--- src/ppf_pkg.sv ---
/*
 pin function control package: bit positions, widths and reset values
 of the port control bits. assumes nothing of its surroundings.
*/
package ppf_pkg;
   localparam int          PORT_W        = 8;
   localparam int          PWM_CH        = 4;
   localparam int          CAN_RX_BIT    = 0;
   localparam int          CAN_TX_BIT    = 1;
   localparam int          I2C_SCL_BIT   = 7;
   localparam int          I2C_SDA_BIT   = 6;
   localparam int          I2C_FIXED_PU  = 6;
   localparam int          ASYNC_WO_LO   = 0;
   localparam int          ASYNC_WO_HI   = 3;
   localparam int          SYNC_WO_LO    = 4;
   localparam int          SYNC_WO_HI    = 7;
   localparam logic [7:0]  DIR_RESET     = 8'h00;
   localparam logic [7:0]  DATA_RESET    = 8'h00;
   localparam logic        CTRL_RESET    = 1'b0;
   localparam logic [7:0]  I2C_PU_FIXED  = 8'h3f;
endpackage

--- src/ppf_pin_cell.sv ---
/*
 one generic port pin: peripheral or port selection, pull-up, drive and
 open-drain. assumes the owner settles directions and data.
*/
`timescale 1ns/1ps
module ppf_pin_cell (
   // selection
   input  wire logic periph_own,
   input  wire logic periph_oe,
   input  wire logic periph_out,
   // port registers
   input  wire logic port_dir,
   input  wire logic port_data,
   // pad options
   input  wire logic pull_req,
   input  wire logic wire_or,
   // pad
   output logic      pad_out,
   output logic      pad_oe,
   output logic      pad_pullup
);
   logic oe_sel;
   logic val_sel;
   assign oe_sel  = periph_own ? periph_oe : port_dir;
   assign val_sel = periph_own ? periph_out : port_data;
   assign pad_out = val_sel;
   assign pad_oe  = oe_sel & ~(wire_or & val_sel);
   assign pad_pullup = pull_req & ~oe_sel;
endmodule

--- src/ppf_port_pin_function_control.sv ---
/*
 pin function control for can, i2c, analog, pwm, serial and timer ports.
 assumes peripherals and the cpu side give synchronous control bits.
*/
// Behaviour
// - can transmit pin carries bus level, 0 dominant, 1 recessive.
// - can port bit 0 is receive, bit 1 is transmit.
// - i2c clock on port bit 7, data on bit 6.
// - i2c pins only pull low or release, forming wired-and.
// - disabled i2c releases its pins to general-purpose i/o.
// - i2c direction bit 1 output, 0 input, cleared at reset.
// - i2c pull-up bit for inputs, reset clear; pins 0-5 always pulled as inputs.
// - i2c low drive bit reduces drive, reset full, always accessible.
// - analog ports give eight input-only pins while a/d disabled.
// - converter power-up bit enables a/d on its analog port.
// - enabled pwm channel takes its pin over port data.
// - pwm direction bit 1 output, 0 input, cleared at reset.
// - pwm pull-up bit enables pulls on inputs, cleared at reset.
// - pwm low drive bit reduces drive, reset full drive.
// - serial pins are port i/o unless their serial function enabled.
// - async wire-or disables high side on serial pins 0 to 3.
// - sync wire-or disables high side on serial pins 4 to 7.
// - wire-or applies to serial and port output alike.
// - serial low drive bit reduces drive on all serial pins.
// - serial pull-up only on port inputs, never on outputs.
// - timer pins port i/o unless timer or accumulator owns them.
// - timer direction bit 1 output, 0 input, cleared at reset.
`timescale 1ns/1ps
module ppf_port_pin_function_control (
   // clock and reset
   input  wire logic                     clk,
   input  wire logic                     sys_rst,
   // can channels
   input  wire logic [2:0]               can_transmit,
   output logic      [2:0]               can_receive,
   output logic      [2:0][1:0]          can_pad_out,
   input  wire logic [2:0][1:0]          can_pad_in,
   // i2c peripheral
   input  wire logic                     i2c_enable,
   input  wire logic                     i2c_scl_drive_low,
   input  wire logic                     i2c_sda_drive_low,
   output logic                          i2c_scl_in,
   output logic                          i2c_sda_in,
   // i2c port registers
   input  wire logic                     i2c_port_write,
   input  wire logic [ppf_pkg::PORT_W-1:0] i2c_port_wdata,
   input  wire logic                     i2c_port_direction_write,
   input  wire logic [ppf_pkg::PORT_W-1:0] i2c_port_direction_wdata,
   input  wire logic                     i2c_port_pad_config_write,
   input  wire logic                     i2c_port_pullup_enable_wdata,
   input  wire logic                     i2c_port_low_drive_wdata,
   output logic [ppf_pkg::PORT_W-1:0]    i2c_port_direction,
   output logic                          i2c_port_pullup_enable,
   output logic                          i2c_port_low_drive,
   // i2c port pads
   input  wire logic [ppf_pkg::PORT_W-1:0] i2c_pad_in,
   output logic [ppf_pkg::PORT_W-1:0]    i2c_pad_out,
   output logic [ppf_pkg::PORT_W-1:0]    i2c_pad_oe,
   output logic [ppf_pkg::PORT_W-1:0]    i2c_pad_pullup,
   output logic                          i2c_pad_low_drive,
   output logic [ppf_pkg::PORT_W-1:0]    i2c_port_read,
   // analog ports
   input  wire logic                     converter0_power_up,
   input  wire logic                     converter1_power_up,
   input  wire logic [ppf_pkg::PORT_W-1:0] analog0_pad_in,
   input  wire logic [ppf_pkg::PORT_W-1:0] analog1_pad_in,
   output logic [ppf_pkg::PORT_W-1:0]    analog0_port_read,
   output logic [ppf_pkg::PORT_W-1:0]    analog1_port_read,
   output logic                          analog0_select,
   output logic                          analog1_select,
   // pwm peripheral and port
   input  wire logic [ppf_pkg::PWM_CH-1:0] pwm_channel_enables,
   input  wire logic [ppf_pkg::PWM_CH-1:0] pwm_wave,
   input  wire logic                     pwm_port_write,
   input  wire logic [ppf_pkg::PWM_CH-1:0] pwm_port_wdata,
   input  wire logic                     pwm_port_direction_write,
   input  wire logic [ppf_pkg::PWM_CH-1:0] pwm_port_direction_wdata,
   input  wire logic                     pwm_control_write,
   input  wire logic                     pwm_port_pullup_enable_wdata,
   input  wire logic                     pwm_port_low_drive_wdata,
   output logic [ppf_pkg::PWM_CH-1:0]    pwm_port_direction,
   output logic                          pwm_port_pullup_enable,
   output logic                          pwm_port_low_drive,
   input  wire logic [ppf_pkg::PWM_CH-1:0] pwm_pad_in,
   output logic [ppf_pkg::PWM_CH-1:0]    pwm_pad_out,
   output logic [ppf_pkg::PWM_CH-1:0]    pwm_pad_oe,
   output logic [ppf_pkg::PWM_CH-1:0]    pwm_pad_pullup,
   output logic                          pwm_pad_low_drive,
   output logic [ppf_pkg::PWM_CH-1:0]    pwm_port_read,
   // serial peripherals and port
   input  wire logic [ppf_pkg::PORT_W-1:0] serial_own,
   input  wire logic [ppf_pkg::PORT_W-1:0] serial_oe,
   input  wire logic [ppf_pkg::PORT_W-1:0] serial_out,
   input  wire logic                     async_wire_or_select,
   input  wire logic                     sync_wire_or_select,
   input  wire logic                     serial_port_low_drive,
   input  wire logic                     serial_port_pullup_enable,
   input  wire logic                     serial_port_write,
   input  wire logic [ppf_pkg::PORT_W-1:0] serial_port_wdata,
   input  wire logic                     serial_port_direction_write,
   input  wire logic [ppf_pkg::PORT_W-1:0] serial_port_direction_wdata,
   output logic [ppf_pkg::PORT_W-1:0]    serial_port_direction,
   input  wire logic [ppf_pkg::PORT_W-1:0] serial_pad_in,
   output logic [ppf_pkg::PORT_W-1:0]    serial_pad_out,
   output logic [ppf_pkg::PORT_W-1:0]    serial_pad_oe,
   output logic [ppf_pkg::PORT_W-1:0]    serial_pad_pullup,
   output logic                          serial_pad_low_drive,
   output logic [ppf_pkg::PORT_W-1:0]    serial_port_read,
   // timer peripheral and port
   input  wire logic                     timer_run_enable,
   input  wire logic                     pulse_accum_enable,
   input  wire logic [ppf_pkg::PORT_W-1:0] timer_chan_own,
   input  wire logic [ppf_pkg::PORT_W-1:0] accum_chan_own,
   input  wire logic [ppf_pkg::PORT_W-1:0] timer_oe,
   input  wire logic [ppf_pkg::PORT_W-1:0] timer_out,
   input  wire logic                     timer_port_write,
   input  wire logic [ppf_pkg::PORT_W-1:0] timer_port_wdata,
   input  wire logic                     timer_port_direction_write,
   input  wire logic [ppf_pkg::PORT_W-1:0] timer_port_direction_wdata,
   output logic [ppf_pkg::PORT_W-1:0]    timer_port_direction,
   input  wire logic [ppf_pkg::PORT_W-1:0] timer_pad_in,
   output logic [ppf_pkg::PORT_W-1:0]    timer_pad_out,
   output logic [ppf_pkg::PORT_W-1:0]    timer_pad_oe,
   output logic [ppf_pkg::PORT_W-1:0]    timer_port_read
);
   import ppf_pkg::*;

   typedef struct packed {
      logic [PORT_W-1:0] i2c_dir;
      logic [PORT_W-1:0] i2c_data;
      logic              i2c_pu;
      logic              i2c_rd;
      logic [PWM_CH-1:0] pwm_dir;
      logic [PWM_CH-1:0] pwm_data;
      logic              pwm_pu;
      logic              pwm_rd;
      logic [PORT_W-1:0] ser_dir;
      logic [PORT_W-1:0] ser_data;
      logic [PORT_W-1:0] tim_dir;
      logic [PORT_W-1:0] tim_data;
   } ppf_state_type;

   ppf_state_type     st;
   ppf_state_type     next_st;
   logic [PORT_W-1:0] i2c_own;
   logic [PORT_W-1:0] i2c_drv_low;
   logic [PORT_W-1:0] wo_mask;
   logic [PORT_W-1:0] tim_own;

   always_comb begin
      next_st = st;
      if (i2c_port_direction_write) begin
         next_st.i2c_dir = i2c_port_direction_wdata;
      end
      if (i2c_port_write) begin
         next_st.i2c_data = i2c_port_wdata;
      end
      if (i2c_port_pad_config_write) begin
         next_st.i2c_pu = i2c_port_pullup_enable_wdata;
         next_st.i2c_rd = i2c_port_low_drive_wdata;
      end
      if (pwm_port_direction_write) begin
         next_st.pwm_dir = pwm_port_direction_wdata;
      end
      if (pwm_port_write) begin
         next_st.pwm_data = pwm_port_wdata;
      end
      if (pwm_control_write) begin
         next_st.pwm_pu = pwm_port_pullup_enable_wdata;
         next_st.pwm_rd = pwm_port_low_drive_wdata;
      end
      if (serial_port_direction_write) begin
         next_st.ser_dir = serial_port_direction_wdata;
      end
      if (serial_port_write) begin
         next_st.ser_data = serial_port_wdata;
      end
      if (timer_port_direction_write) begin
         next_st.tim_dir = timer_port_direction_wdata;
      end
      if (timer_port_write) begin
         next_st.tim_data = timer_port_wdata;
      end
   end

   always_ff @(posedge clk) begin
      if (sys_rst) begin
         st.i2c_dir  <= DIR_RESET;
         st.pwm_dir  <= DIR_RESET[PWM_CH-1:0];
         st.ser_dir  <= DIR_RESET;
         st.tim_dir  <= DIR_RESET;
         st.i2c_data <= DATA_RESET;
         st.pwm_data <= DATA_RESET[PWM_CH-1:0];
         st.ser_data <= DATA_RESET;
         st.tim_data <= DATA_RESET;
         st.i2c_pu   <= CTRL_RESET;
         st.pwm_pu   <= CTRL_RESET;
         st.i2c_rd   <= CTRL_RESET;
         st.pwm_rd   <= CTRL_RESET;
      end else begin
         st <= next_st;
      end
   end

   always_comb begin
      for (int c = 0; c < 3; c++) begin
         can_pad_out[c]             = 2'b00;
         can_pad_out[c][CAN_TX_BIT] = can_transmit[c];
         can_receive[c]             = can_pad_in[c][CAN_RX_BIT];
      end
   end

   // i2c owns bits 7 and 6 only while enabled
   always_comb begin
      i2c_own                = '0;
      i2c_drv_low            = '0;
      i2c_own[I2C_SCL_BIT]   = i2c_enable;
      i2c_own[I2C_SDA_BIT]   = i2c_enable;
      i2c_drv_low[I2C_SCL_BIT] = i2c_scl_drive_low;
      i2c_drv_low[I2C_SDA_BIT] = i2c_sda_drive_low;
   end

   always_comb begin
      wo_mask = '0;
      for (int i = ASYNC_WO_LO; i <= ASYNC_WO_HI; i++) begin
         wo_mask[i] = async_wire_or_select;
      end
      for (int i = SYNC_WO_LO; i <= SYNC_WO_HI; i++) begin
         wo_mask[i] = sync_wire_or_select;
      end
   end

   assign tim_own = (timer_chan_own & {PORT_W{timer_run_enable}})
                  | (accum_chan_own & {PORT_W{pulse_accum_enable}});

   genvar g;
   generate
      for (g = 0; g < PORT_W; g++) begin : g_pin
         logic i2c_pull;
         assign i2c_pull = st.i2c_pu | I2C_PU_FIXED[g];
         // i2c drives low only, port side unaffected
         ppf_pin_cell u_i2c (
            .periph_own (i2c_own[g]),
            .periph_oe  (i2c_drv_low[g]),
            .periph_out (1'b0),
            .port_dir   (st.i2c_dir[g]),
            .port_data  (st.i2c_data[g]),
            .pull_req   (i2c_pull | i2c_own[g]),
            .wire_or    (1'b0),
            .pad_out    (i2c_pad_out[g]),
            .pad_oe     (i2c_pad_oe[g]),
            .pad_pullup (i2c_pad_pullup[g])
         );
         ppf_pin_cell u_ser (
            .periph_own (serial_own[g]),
            .periph_oe  (serial_oe[g]),
            .periph_out (serial_out[g]),
            .port_dir   (st.ser_dir[g]),
            .port_data  (st.ser_data[g]),
            .pull_req   (serial_port_pullup_enable & ~serial_own[g]),
            .wire_or    (wo_mask[g]),
            .pad_out    (serial_pad_out[g]),
            .pad_oe     (serial_pad_oe[g]),
            .pad_pullup (serial_pad_pullup[g])
         );
         ppf_pin_cell u_tim (
            .periph_own (tim_own[g]),
            .periph_oe  (timer_oe[g]),
            .periph_out (timer_out[g]),
            .port_dir   (st.tim_dir[g]),
            .port_data  (st.tim_data[g]),
            .pull_req   (1'b0),
            .wire_or    (1'b0),
            .pad_out    (timer_pad_out[g]),
            .pad_oe     (timer_pad_oe[g]),
            .pad_pullup ()
         );
      end
      for (g = 0; g < PWM_CH; g++) begin : g_pwm
         ppf_pin_cell u_pwm (
            .periph_own (pwm_channel_enables[g]),
            .periph_oe  (1'b1),
            .periph_out (pwm_wave[g]),
            .port_dir   (st.pwm_dir[g]),
            .port_data  (st.pwm_data[g]),
            .pull_req   (st.pwm_pu),
            .wire_or    (1'b0),
            .pad_out    (pwm_pad_out[g]),
            .pad_oe     (pwm_pad_oe[g]),
            .pad_pullup (pwm_pad_pullup[g])
         );
      end
   endgenerate

   // analog ports input only, zero while powered up
   assign analog0_select    = converter0_power_up;
   assign analog1_select    = converter1_power_up;
   assign analog0_port_read = converter0_power_up ? '0 : analog0_pad_in;
   assign analog1_port_read = converter1_power_up ? '0 : analog1_pad_in;

   // pad levels are read back, direction does not gate reads
   assign i2c_scl_in       = i2c_pad_in[I2C_SCL_BIT];
   assign i2c_sda_in       = i2c_pad_in[I2C_SDA_BIT];
   assign i2c_port_read    = i2c_pad_in;
   assign pwm_port_read    = pwm_pad_in;
   assign serial_port_read = serial_pad_in;
   assign timer_port_read  = timer_pad_in;

   assign i2c_pad_low_drive    = st.i2c_rd;
   assign pwm_pad_low_drive    = st.pwm_rd;
   assign serial_pad_low_drive = serial_port_low_drive;

   assign i2c_port_direction     = st.i2c_dir;
   assign i2c_port_pullup_enable = st.i2c_pu;
   assign i2c_port_low_drive     = st.i2c_rd;
   assign pwm_port_direction     = st.pwm_dir;
   assign pwm_port_pullup_enable = st.pwm_pu;
   assign pwm_port_low_drive     = st.pwm_rd;
   assign serial_port_direction  = st.ser_dir;
   assign timer_port_direction   = st.tim_dir;
endmodule

--- config.mk ---
export PLATFORM = sky130hd
export DESIGN_NAME = ppf_port_pin_function_control
export DESIGN_NICKNAME = d
export VERILOG_FILES = /design/src/ppf_pkg.sv /design/src/ppf_pin_cell.sv /design/src/ppf_port_pin_function_control.sv
export SDC_FILE = /design/constraint.sdc
export NUM_CORES = 1
export LEC_CHECK = 0
export BUFFER_PORTS_ARGS = -buffer_cell sky130_fd_sc_hd__buf_2
export CAP_MARGIN = 20
export CORE_AREA = 2 2 142 144
export CTS_BUF_LIST = sky130_fd_sc_hd__clkbuf_2
export CTS_CLUSTER_SIZE = 8
export DETAILED_ROUTE_END_ITERATION = 6
export DIE_AREA = 0 0 144 146
export SLEW_MARGIN = 25
export SYNTH_ARGS = -nofsm -noshare
export SYNTH_HDL_FRONTEND = slang
export SYNTH_SLANG_ARGS = --single-unit
export TNS_END_PERCENT = 10
--- constraint.sdc ---
create_clock -name clk -period 2.15 [get_ports clk]
set_clock_uncertainty 0.15 [all_clocks]
set_input_delay 0.215 -clock clk [delete_from_list [all_inputs] [get_ports clk]]
set_output_delay 0.215 -clock clk [all_outputs]
set_load 0.05 [all_outputs]
==> metrics.md, run 1 <==
| Metric | Value |
|---|---|
| Row cnt | `51` |
| Cts hold-fix bufs | `174` |
| CTS Sinks | `60` |
| Die span in x | `144 um` |
| Post-CTS sizing | `0` |
| Mapped Cells | `451` |
| Setup Buffers After CTS | `0` |
| DPL Wire Length | `9100 um` |
| Distinct cell type count after synthesis | `18` |
| Gpl congestion | `0.732` |
| Clk buf depth | `2` |
| Cts bufs inserted | `9` |
| DP Worst Slack | `0.441 ns` |
| Initial Util | `22.0%` |
| Chip height | `146 um` |
| Placed cell count | `842` |
| Avg Inst Size Synth | `9.43 um^2` |
| Cell at the root of the clock tree | `clkbuf_2` |
| Stop stage | `4_1_cts` |
| IO Pins | `368` |
| Sequential area share after synthesis | `28.2%` |
| Status | `stopped before the end` |
| Buffers on Ports | `289` |
| Cell area after synthesis | `4250 um^2` |
| H-tree Lvls | `3` |
| Stop err | `[ERROR RSZ-0060] Max buffer count reached.` |
| Seq cells post-synth | `60` |
| Synthesis warning total | `0` |
==> synth_stat cells <==
master	count	area share, %
a22oi_4	8	4.0
inv_1	7	0.62
nor3b_1	8	1.4
or2_2	4	0.59
mux2_4	16	5.6
buf_4	148	26
a21boi_0	10	1.8
buf_2	11	1.3
mux2i_1	65	15
nand2b_1	2	0.29
conb_1	1	0.088
nor2_1	64	5.6
dfxtp_1	60	28
buf_6	2	0.53
a21oi_1	3	0.35
mux2_2	19	5.0
nor2b_1	18	2.6
clkbuf_1	5	0.44
==> metrics by stage <==
step	hold WS, ns	cell area [um^2]	util [%]
global placement	0.280	4850	25.1
floorplan	0.212	4260	-
detailed placement	0.280	4850	25.1
==> kinds of logic after synthesis <==
logic type	after synthesis	synth area share [%]
buf+inv	173	29.0
compound gates	21	6.12
mux	100	26.0
flops	60	28.2
other cells	1	0.0882
simple gates	96	10.6
==> inputs of run 2 (changes only) <==
CORE_AREA = 2 2 144 146   (was 2 2 142 144)
CTS_BUF_LIST = default   (was sky130_fd_sc_hd__clkbuf_2)
CTS_CLUSTER_SIZE = default   (was 8)
DIE_AREA = 0 0 146 148   (was 0 0 144 146)
PLACE_DENSITY_LB_ADDON = 0.15   (was default)
==> run 2 against run 1 <==
Against the previous run: the run now ends clean; area after synthesis did not move; synthesized cell count stayed put.
==> metrics.md, run 2 <==
| Metric | Value |
|---|---|
| Cell at the root of the clock tree | `clkbuf_16` |
| Clk buf depth | `2` |
| Reg2reg path depth | `2` |
| Cell area after synthesis | `4250 um^2` |
| Nets | `848` |
| Most common cell after layout, fill and taps aside | `buf_2` |
| Max incr delay on CP | `0.39 ns` |
| Max-cap violations | `0` |
| XOR/XNOR Fraction of Synth Area | `0%` |
| CP startpoint | `serial_port_direction[3]` |
| Register bank with the most flops | `st` |
| Top sig layer | `met4` |
| Die Area | `21600 um^2` |
| Status | `finished clean` |
| Finished Core Util | `28.8%` |
| DRT iter0 DRCs | `57` |
| Avg Inst Size Synth | `9.43 um^2` |
| TritonRoute pass-1 iters | `4` |
| Area of the multi-input gates | `1830 um^2` |
| Clock slew at reported path FFs | `0.06 ns` |
| Synth top area cells | `dfxtp_1, buf_4, mux2i_1` |
| Post-synth top cells | `buf_4, mux2i_1, nor2_1` |
| Combinational family with the most area after synthesis | `buffers and inverters` |
| Detail Route met2 WL | `5830 um` |
| Power share of the combinational group | `32.8%` |
| Routed WL per cell | `12.5 um` |
| Count leader, synth | `buf_4` |
| Synthesis warning total | `0` |
| Mapped Cells | `451` |
| Simple-gate share of the synthesized area | `10.6%` |
| Sequential area share after synthesis | `28.2%` |
| Placed cell count | `847` |
| Final worst path period need | `1.70 ns` |
| Worst r2r src | `timer_port_direction[3]` |
| Post-route clock period utilization | `78.9%` |
| Buffers on Ports | `289` |
| # fillers | `2190` |
| Post-route ant nets | `0` |
| Hold Path Depth | `3` |
| CP Max Fanout | `4` |
| Routed vias | `3425` |
| P_leak | `0.00310 uW` |
| Reg2reg end | `timer_port_direction[3]` |
| DPL Wire Length | `9090 um` |
| Distinct cell type count after synthesis | `18` |
| Flop pwr share | `30.6%` |
| Register area | `1200 um^2` |
| Final Hold Viols | `0` |
| Layout Cells excl Fill | `923` |
| Crit path capture | `serial_pad_oe[3]` |
| Commonest cells after routing, fill and taps aside | `buf_2, mux2i_1, nor2_1, dlygate4sd3_1, dfxtp_1` |
| EDFF count, synth | `0` |
| Worst reg2reg setup slack | `1.34 ns` |
| Share of the synthesized area in the top cell type | `28.2%` |
| Worst path arrival time | `1.33 ns` |
| H-tree Lvls | `3` |
| Net Sw Frac | `35.4%` |
| Final setup fails | `0` |
| First-pass GRT wire length | `17700 um` |
| Clk network pwr share | `36.7%` |
| Share of layout cells above drive strength 1 | `53.9%` |
| CP startpoint kind | `register` |
| CTS Sinks | `60` |
| Asr flop ratio synth | `0%` |
| CTS tree | `yes` |
| Critical path capture point type | `output port` |
| Final slew viol count | `0` |
| Synth Area in Compound Gates | `6.12%` |
| DP Worst Slack | `0.497 ns` |
| Slowest CP cell | `dfxtp_1` |
| Worst path cell trace | `a21boi_0 -> mux2_2 -> buf_2` |
| Routed WL | `11600 um` |
| Seq cells post-synth | `60` |
| Gpl congestion | `0.854` |
| Post-CTS sizing | `0` |
| RSZ-0062 raised after global routing | `false` |
| Initial Util | `21.2%` |
| Worst setup margin | `0.453 ns` |
| Cell Pwr Density | `698 nW/um^2` |
| Req. time, crit path | `1.78 ns` |
| Remaining Overflow, GRT | `0` |
| Clock Latency Late Sink | `0.32 ns` |
| Critical path class | `reg -> out` |
| Vias in the first global route | `3545` |
| Post-synthesis mux area share | `26.0%` |
| Yosys top cell by area | `dfxtp_1` |
| IO Pins | `368` |
| Number of antenna diodes | `0` |
| Cts bufs inserted | `9` |
| Setup TNS Final | `0 ns` |
| All-Layer GR Usage | `10.3%` |
| Fmax | `589 MHz` |
| Routed wl met3 | `901 um` |
| Largest net degree at the start of global routing | `61` |
| Final Total Pwr | `4020 uW` |
| Int Power | `2600 uW` |
| Core area | `20000 um^2` |
| Initial antenna violation count | `0` |
| Die span in x | `146 um` |
| Synth Flop Type | `dfxtp_1` |
| Synth Area in Adders | `0%` |
| DRC violations left | `0` |
| Net Switching | `1420 uW` |
| Row cnt | `52` |
| VDD IR max | `309 uV` |
| Area Growth Syn to Fin | `35.5%` |
| Hold Crit Start | `i2c_port_pad_config_write` |
| Max FFs per register | `28` |
| Chip height | `148 um` |
| Routed vias/inst | `3.71` |
| Length of routed wiring on met1 | `4480 um` |
| Hold Path Class | `in -> reg` |
run 2: through the flow:
| step | instance area, um^2 | hold WS (ns) |
|---|---|---|
| 6_report | 5760 | 0.0204 |
| 5_1_grt | 5760 | 0.0399 |
| 4_1_cts | 5760 | 0.00115 |
| 3_5_place_dp | 4860 | 0.280 |
| 3_3_place_gp | 4860 | 0.280 |
| 2_1_floorplan | 4260 | 0.212 |
run 2: cells by family (layout without fill, tap and decap cells):
group | Yosys count | after routing
AOI/OAI and AO/OA | 21 | 21
buffers and inverters | 173 | 373
DFF | 60 | 60
muxes | 100 | 100
other | 1 | 3
and+or+nand+nor | 96 | 96
run 2: worst max-delay path, delay by kind of cell, from the launching register on:
family	cells	cell delay, ns
AO/OA/AOI/OAI	1	0.19
multiplexers	1	0.17
flip-flops	1	0.39
buffers and inverters	1	0.26
run 2: layer usage:
metal / global-route usage, % / up-vias
met2: 19.0 / 176
met4: 5.83 / 0
met1: 10.7 / 1489
met3: 2.53 / 40
met5: 0 / -
li1: - / 1720
run 2: how the worst min path moves through the flow:
stage,to,slack [ns]
2_1_floorplan,st[50],0.21
3_3_place_gp,can_receive[0],0.28
3_5_place_dp,can_receive[0],0.28
4_1_cts,i2c_port_pullup_enable,0.001
5_1_grt,i2c_pad_low_drive,0.04
6_report,i2c_pad_low_drive,0.02
run 2: area by class of cell:
class	count	area share [%]
repair buffers	350	35.9
multi-input cells	220	31.7
flip-flops and latches	60	20.8
well taps	270	5.86
clock buffers	12	4.45
clock inverters	4	0.825
inverters	7	0.456
run 2: timing repair:
action | in CTS | in global routing
setup endpoints to repair | 0 | 0
setup buffers | 0 | 0
hold endpoints to repair | 60 | 0
hold buffers | 60 | 0
run 2: power groups by stage:
stage | clock [uW] | sequential, uW | combinational (uW)
6_report | 1470 | 1230 | 1320
5_1_grt | 1610 | 1240 | 1390
4_1_cts | 1560 | 1230 | 1330
3_5_place_dp | 0 | 1250 | 1240
3_3_place_gp | 0 | 1250 | 1240
2_1_floorplan | 0 | 1250 | 1260
No activity file was read; power rests on OpenSTA's default activity.
==> inputs of run 3 (changes only) <==
clock period = 1.5 ns   (was 2.15 ns; I/O delays follow)
==> run 3 against run 2 <==
Against the previous run: the flow now finishes with violations (setup timing); power is 46% higher; wire length is 3.4% higher; sequential power is 44% higher; largest power group unchanged; cell area is 4.1% higher; flip-flop and latch count stayed put; sequential share of layout area is 0.50 points lower.
==> metrics.md, run 3 (same netlist as run 2, synthesis figures left out) <==
| Metric | Value |
|---|---|
| Row cnt | `52` |
| Net Switching | `2070 uW` |
| Clock slew at reported path FFs | `0.05 ns` |
| Routed WL | `12000 um` |
| CP Max Fanout | `2` |
| Routed vias | `3503` |
| Worst path arrival time | `1.24 ns` |
| Finished Core Util | `29.9%` |
| Worst reg2reg setup slack | `0.16 ns` |
| TritonRoute pass-1 iters | `4` |
| Die span in x | `146 um` |
| Commonest cells after routing, fill and taps aside | `buf_2, mux2i_1, dlygate4sd3_1, nor2_1, dfxtp_1` |
| Final setup fails | `10` |
| Cell Pwr Density | `977 nW/um^2` |
| Critical path capture point type | `output port` |
| RSZ-0062 raised after global routing | `true` |
| Setup Buffers After CTS | `0` |
| Vias in the first global route | `3636` |
| Worst setup margin | `-0.0431 ns` |
| CTS Sinks | `60` |
| Net Sw Frac | `35.3%` |
| Req. time, crit path | `1.20 ns` |
| Clk network pwr share | `36.2%` |
| Critical path class | `reg -> out` |
| Buffers on Ports | `289` |
| Final slew viol count | `0` |
| All-Layer GR Usage | `10.7%` |
| Register bank with the most flops | `st` |
| Reg2reg path depth | `3` |
| Int Power | `3790 uW` |
| # fillers | `2167` |
| H-tree Lvls | `3` |
| VDD IR max | `464 uV` |
| Final worst path period need | `1.54 ns` |
| IO Pins | `368` |
| Remaining Overflow, GRT | `0` |
| Clk buf depth | `2` |
| Fmax | `648 MHz` |
| DRT iter0 DRCs | `53` |
| P_leak | `0.00316 uW` |
| Largest net degree at the start of global routing | `37` |
| DPL Wire Length | `9360 um` |
| Share of layout cells above drive strength 1 | `57.4%` |
| Post-route ant nets | `0` |
| Most common cell after layout, fill and taps aside | `buf_2` |
| Post-route clock period utilization | `103%` |
| Failing checks | `setup timing` |
| Number of antenna diodes | `0` |
| Routed vias/inst | `3.77` |
| Status | `complete, but fails checks` |
| Max-cap violations | `0` |
| Final Hold Viols | `0` |
| Core area | `20000 um^2` |
| CTS tree | `yes` |
| Cell at the root of the clock tree | `clkbuf_16` |
| DRC violations left | `0` |
| Hold Path Depth | `3` |
| Nets | `855` |
| Cts bufs inserted | `9` |
| Gpl congestion | `0.894` |
| Die Area | `21600 um^2` |
| Initial antenna violation count | `0` |
| Chip height | `148 um` |
| Power share of the combinational group | `33.6%` |
| Max FFs per register | `28` |
| Area Growth Syn to Fin | `41.0%` |
| Clock Latency Late Sink | `0.33 ns` |
| CP startpoint kind | `register` |
| Setup TNS Final | `-0.208 ns` |
| First-pass GRT wire length | `18400 um` |
| Routed WL per cell | `12.9 um` |
| Initial Util | `21.2%` |
| Hold Path Class | `in -> reg` |
| Flop pwr share | `30.2%` |
[run 3: cell types whose count changed in the layout (fill, tap and decap cells not counted), moves of 4 or more]
cell and change:
buf_4 +9, buf_2 -20, dfxtp_2 +15, buf_6 +11
dlygate4sd3_1 +5, nor2_1 -4, dfxtp_1 -15
[run 3: through the flow]
step	cell area [um^2]	hold WS [ns]	total power (uW)	std cells	setup slack (ns)
after CTS	5950	0.00752	5970	930	-0.0573
after detailed placement	4850	0.150	3570	848	-0.00609
after global placement	4850	0.150	3570	848	0.00896
final	6000	0.0212	5860	930	-0.0431
after floorplan	4260	0.147	3600	453	0.108
after global routing	6000	0.0296	6140	930	-0.0875
[run 3: layout make-up]
class	count	area (um^2)	share of cell area [%]
Multi-Input combinational cell	220	1890	31.4
Sequential cell	60	1220	20.3
Clock buffer	12	256	4.28
Clock inverter	4	47.5	0.793
Tap cell	270	338	5.63
Inverter	7	26.3	0.438
Timing Repair Buffer	357	2220	37.1
[run 3: per-layer routing]
metal / GRT usage, % / routed length, um / vias up
met3: 2.59 / 874 / 36
li1: - / - / 1734
met4: 5.73 / 348 / 0
met2: 19.8 / 6140 / 172
met1: 11.2 / 4600 / 1561
met5: 0 / 0 / -
[run 3: repair_timing]
item	in CTS	in global routing
endpoints found under the hold margin	60	0
pin swaps	3	3
hold buffers	66	0
resized for setup	46	24
endpoints found under the setup margin	18	23
[run 3: path summary, 6_finish.rpt]
path,from,to
min,pwm_port_write,st[37]
max,st[21],serial_pad_oe[5]
max reg2reg,pwm_pad_low_drive,pwm_pad_low_drive
min reg2reg,st[44],st[44]
[run 3: power by group through the flow]
stage          Clock [uW]  Combinational (uW)  Sequential, uW
6_report             2120                1970            1770
5_1_grt              2280                2070            1790
4_1_cts              2240                1970            1770
3_5_place_dp            0                1780            1800
3_3_place_gp            0                1770            1800
2_1_floorplan           0                1810            1800
[run 3: critical path, stage by stage, from the launching register on]
cell     delay (ns)
dfxtp_2        0.32
mux2_2         0.28
a21oi_2        0.15
buf_6          0.17
==> inputs of run 4 (changes only) <==
HOLD_SLACK_MARGIN = 0.15   (was default)
REMOVE_ABC_BUFFERS = 1   (was default)
==> run 4 against run 3 <==
Against the previous run: the run still ends with setup timing left; setup slack improved by 0.0084 ns; cell area rose by 9.8%; flip-flop and latch count did not move; power fell by 1.3%; die area did not move; core utilization rose by 2.9 points; critical path type unchanged; clock power fell by 13%; non-clock buffer count rose by 55; global-route usage rose by 2.3 points; register-to-register slack improved by 0.02 ns.
==> metrics.md, run 4 (same netlist as run 2, synthesis figures left out) <==
| Metric | Value |
|---|---|
| Post-route ant nets | `0` |
| Cell Pwr Density | `878 nW/um^2` |
| DPL Wire Length | `11100 um` |
| Placed cell count | `847` |
| H-tree Lvls | `3` |
| DRC violations left | `0` |
| Worst setup margin | `-0.0347 ns` |
| Number of antenna diodes | `0` |
| First-pass GRT wire length | `21500 um` |
| Initial Util | `21.2%` |
| Cts bufs inserted | `9` |
| Cell at the root of the clock tree | `clkbuf_16` |
| CP startpoint | `st[23]` |
| CP Max Fanout | `2` |
| Failing checks | `setup timing` |
| Critical path capture point type | `output port` |
| Die span in x | `146 um` |
| Clock slew at reported path FFs | `0.05 ns` |
| Routed vias/inst | `3.98` |
| Chip height | `148 um` |
| DRT iter0 DRCs | `113` |
| Row cnt | `52` |
| VDD IR max | `463 uV` |
| All-Layer GR Usage | `12.9%` |
| Final worst path period need | `1.53 ns` |
| Share of layout cells above drive strength 1 | `52.7%` |
| Core area | `20000 um^2` |
| Buffers on Ports | `289` |
| CTS tree | `yes` |
| Routed WL | `14500 um` |
| Clk buf depth | `2` |
| Max-cap violations | `0` |
| CP startpoint kind | `register` |
| Hold Crit Start | `serial_pad_in[0]` |
| Status | `complete, but fails checks` |
| DP Worst Slack | `-0.0211 ns` |
| Final slew viol count | `0` |
| Die Area | `21600 um^2` |
| Fmax | `652 MHz` |
| Final Hold Viols | `0` |
| TritonRoute pass-1 iters | `4` |
| Clock Latency Late Sink | `0.33 ns` |
| Largest net degree at the start of global routing | `61` |
| Nets | `910` |
| Most common cell after layout, fill and taps aside | `buf_2` |
| Area Growth Syn to Fin | `54.8%` |
| Gpl congestion | `0.802` |
| Worst path arrival time | `1.23 ns` |
| Routed WL per cell | `14.7 um` |
| RSZ-0062 raised after global routing | `true` |
| Max FFs per register | `28` |
| Vias in the first global route | `4031` |
| Initial antenna violation count | `0` |
| Req. time, crit path | `1.20 ns` |
| Area of the multi-input gates | `1880 um^2` |
| # fillers | `2124` |
| Final Total Pwr | `5780 uW` |
| Hold Path Class | `in -> out` |
| Remaining Overflow, GRT | `0` |
| Setup TNS Final | `-0.121 ns` |
| Register bank with the most flops | `st` |
| Worst r2r src | `serial_port_direction[6]` |
| Final setup fails | `8` |
| P_leak | `0.00350 uW` |
| Critical path class | `reg -> out` |
| Post-route clock period utilization | `102%` |
| Register area | `1220 um^2` |
| Commonest cells after routing, fill and taps aside | `buf_2, dlygate4sd3_1, mux2i_1, nor2_1, dfxtp_1` |
| IO Pins | `368` |
| Routed vias | `3909` |
| CTS Sinks | `60` |
| Layout Cells excl Fill | `983` |
[run 4: cell types whose count changed in the layout (fill, tap and decap cells not counted), moves of 2 or more]
cell | before | now
nor3b_2 | 3 | 0
buf_2 | 269 | 267
nor3b_1 | 5 | 8
dlygate4sd3_1 | 65 | 94
dlymetal6s4s_1 | 1 | 27
[run 4: per-stage QoR]
stage | utilization [%] | hold slack [ns] | cell area, um^2
global route | 32.9 | 0.150 | 6590
floorplan | - | 0.0724 | 3050
CTS | 32.2 | 0.150 | 6450
finish | 32.9 | 0.150 | 6590
detailed placement | 24.2 | 0.150 | 4860
global placement | 24.2 | 0.150 | 4860
[run 4: area by class of cell]
type | count | area share (%)
multi-input combinational | 220 | 28.6
inverter | 7 | 0.399
timing repair buffer | 412 | 43.4
clock inverter | 3 | 0.228
sequential | 60 | 18.5
tap | 270 | 5.13
clock buffer | 11 | 3.69
[run 4: what timing repair did]
action,in CTS,in global routing
pin swaps,2,5
setup endpoints to repair,18,51
endpoints found under the hold margin,60,0
buffers inserted,0,1
hold buffers,121,0
gates resized for setup,44,58
[run 4: metal layers]
layer	part of all wire [%]	wire length [um]	track usage [%]
met5	0.42	61	2.95
met4	1.4	204	4.37
met3	11	1630	6.45
met2	47	6750	20.9
met1	40	5850	14.7
[run 4: path summary, 6_finish.rpt]
check,end,slack (ns),depth (start not counted)
min reg2reg,st[5],0.55,3
max reg2reg,serial_port_direction[6],0.18,3
max,serial_pad_oe[7],-0.03,3
min,serial_port_read[0],0.15,0
[run 4: where the power goes]
| group | total (uW) | switching, uW | internal, uW |
|---|---|---|---|
| Sequential | 1770 | 72.7 | 1700 |
| Clock | 1840 | 710 | 1130 |
| Combinational | 2170 | 1280 | 894 |
| Total | 5780 | 2060 | 3730 |
[run 4: critical path: stages (launching register included)]
cell,delay [ns]
dfxtp_1,0.31
mux2_2,0.28
a21oi_2,0.15
buf_6,0.17
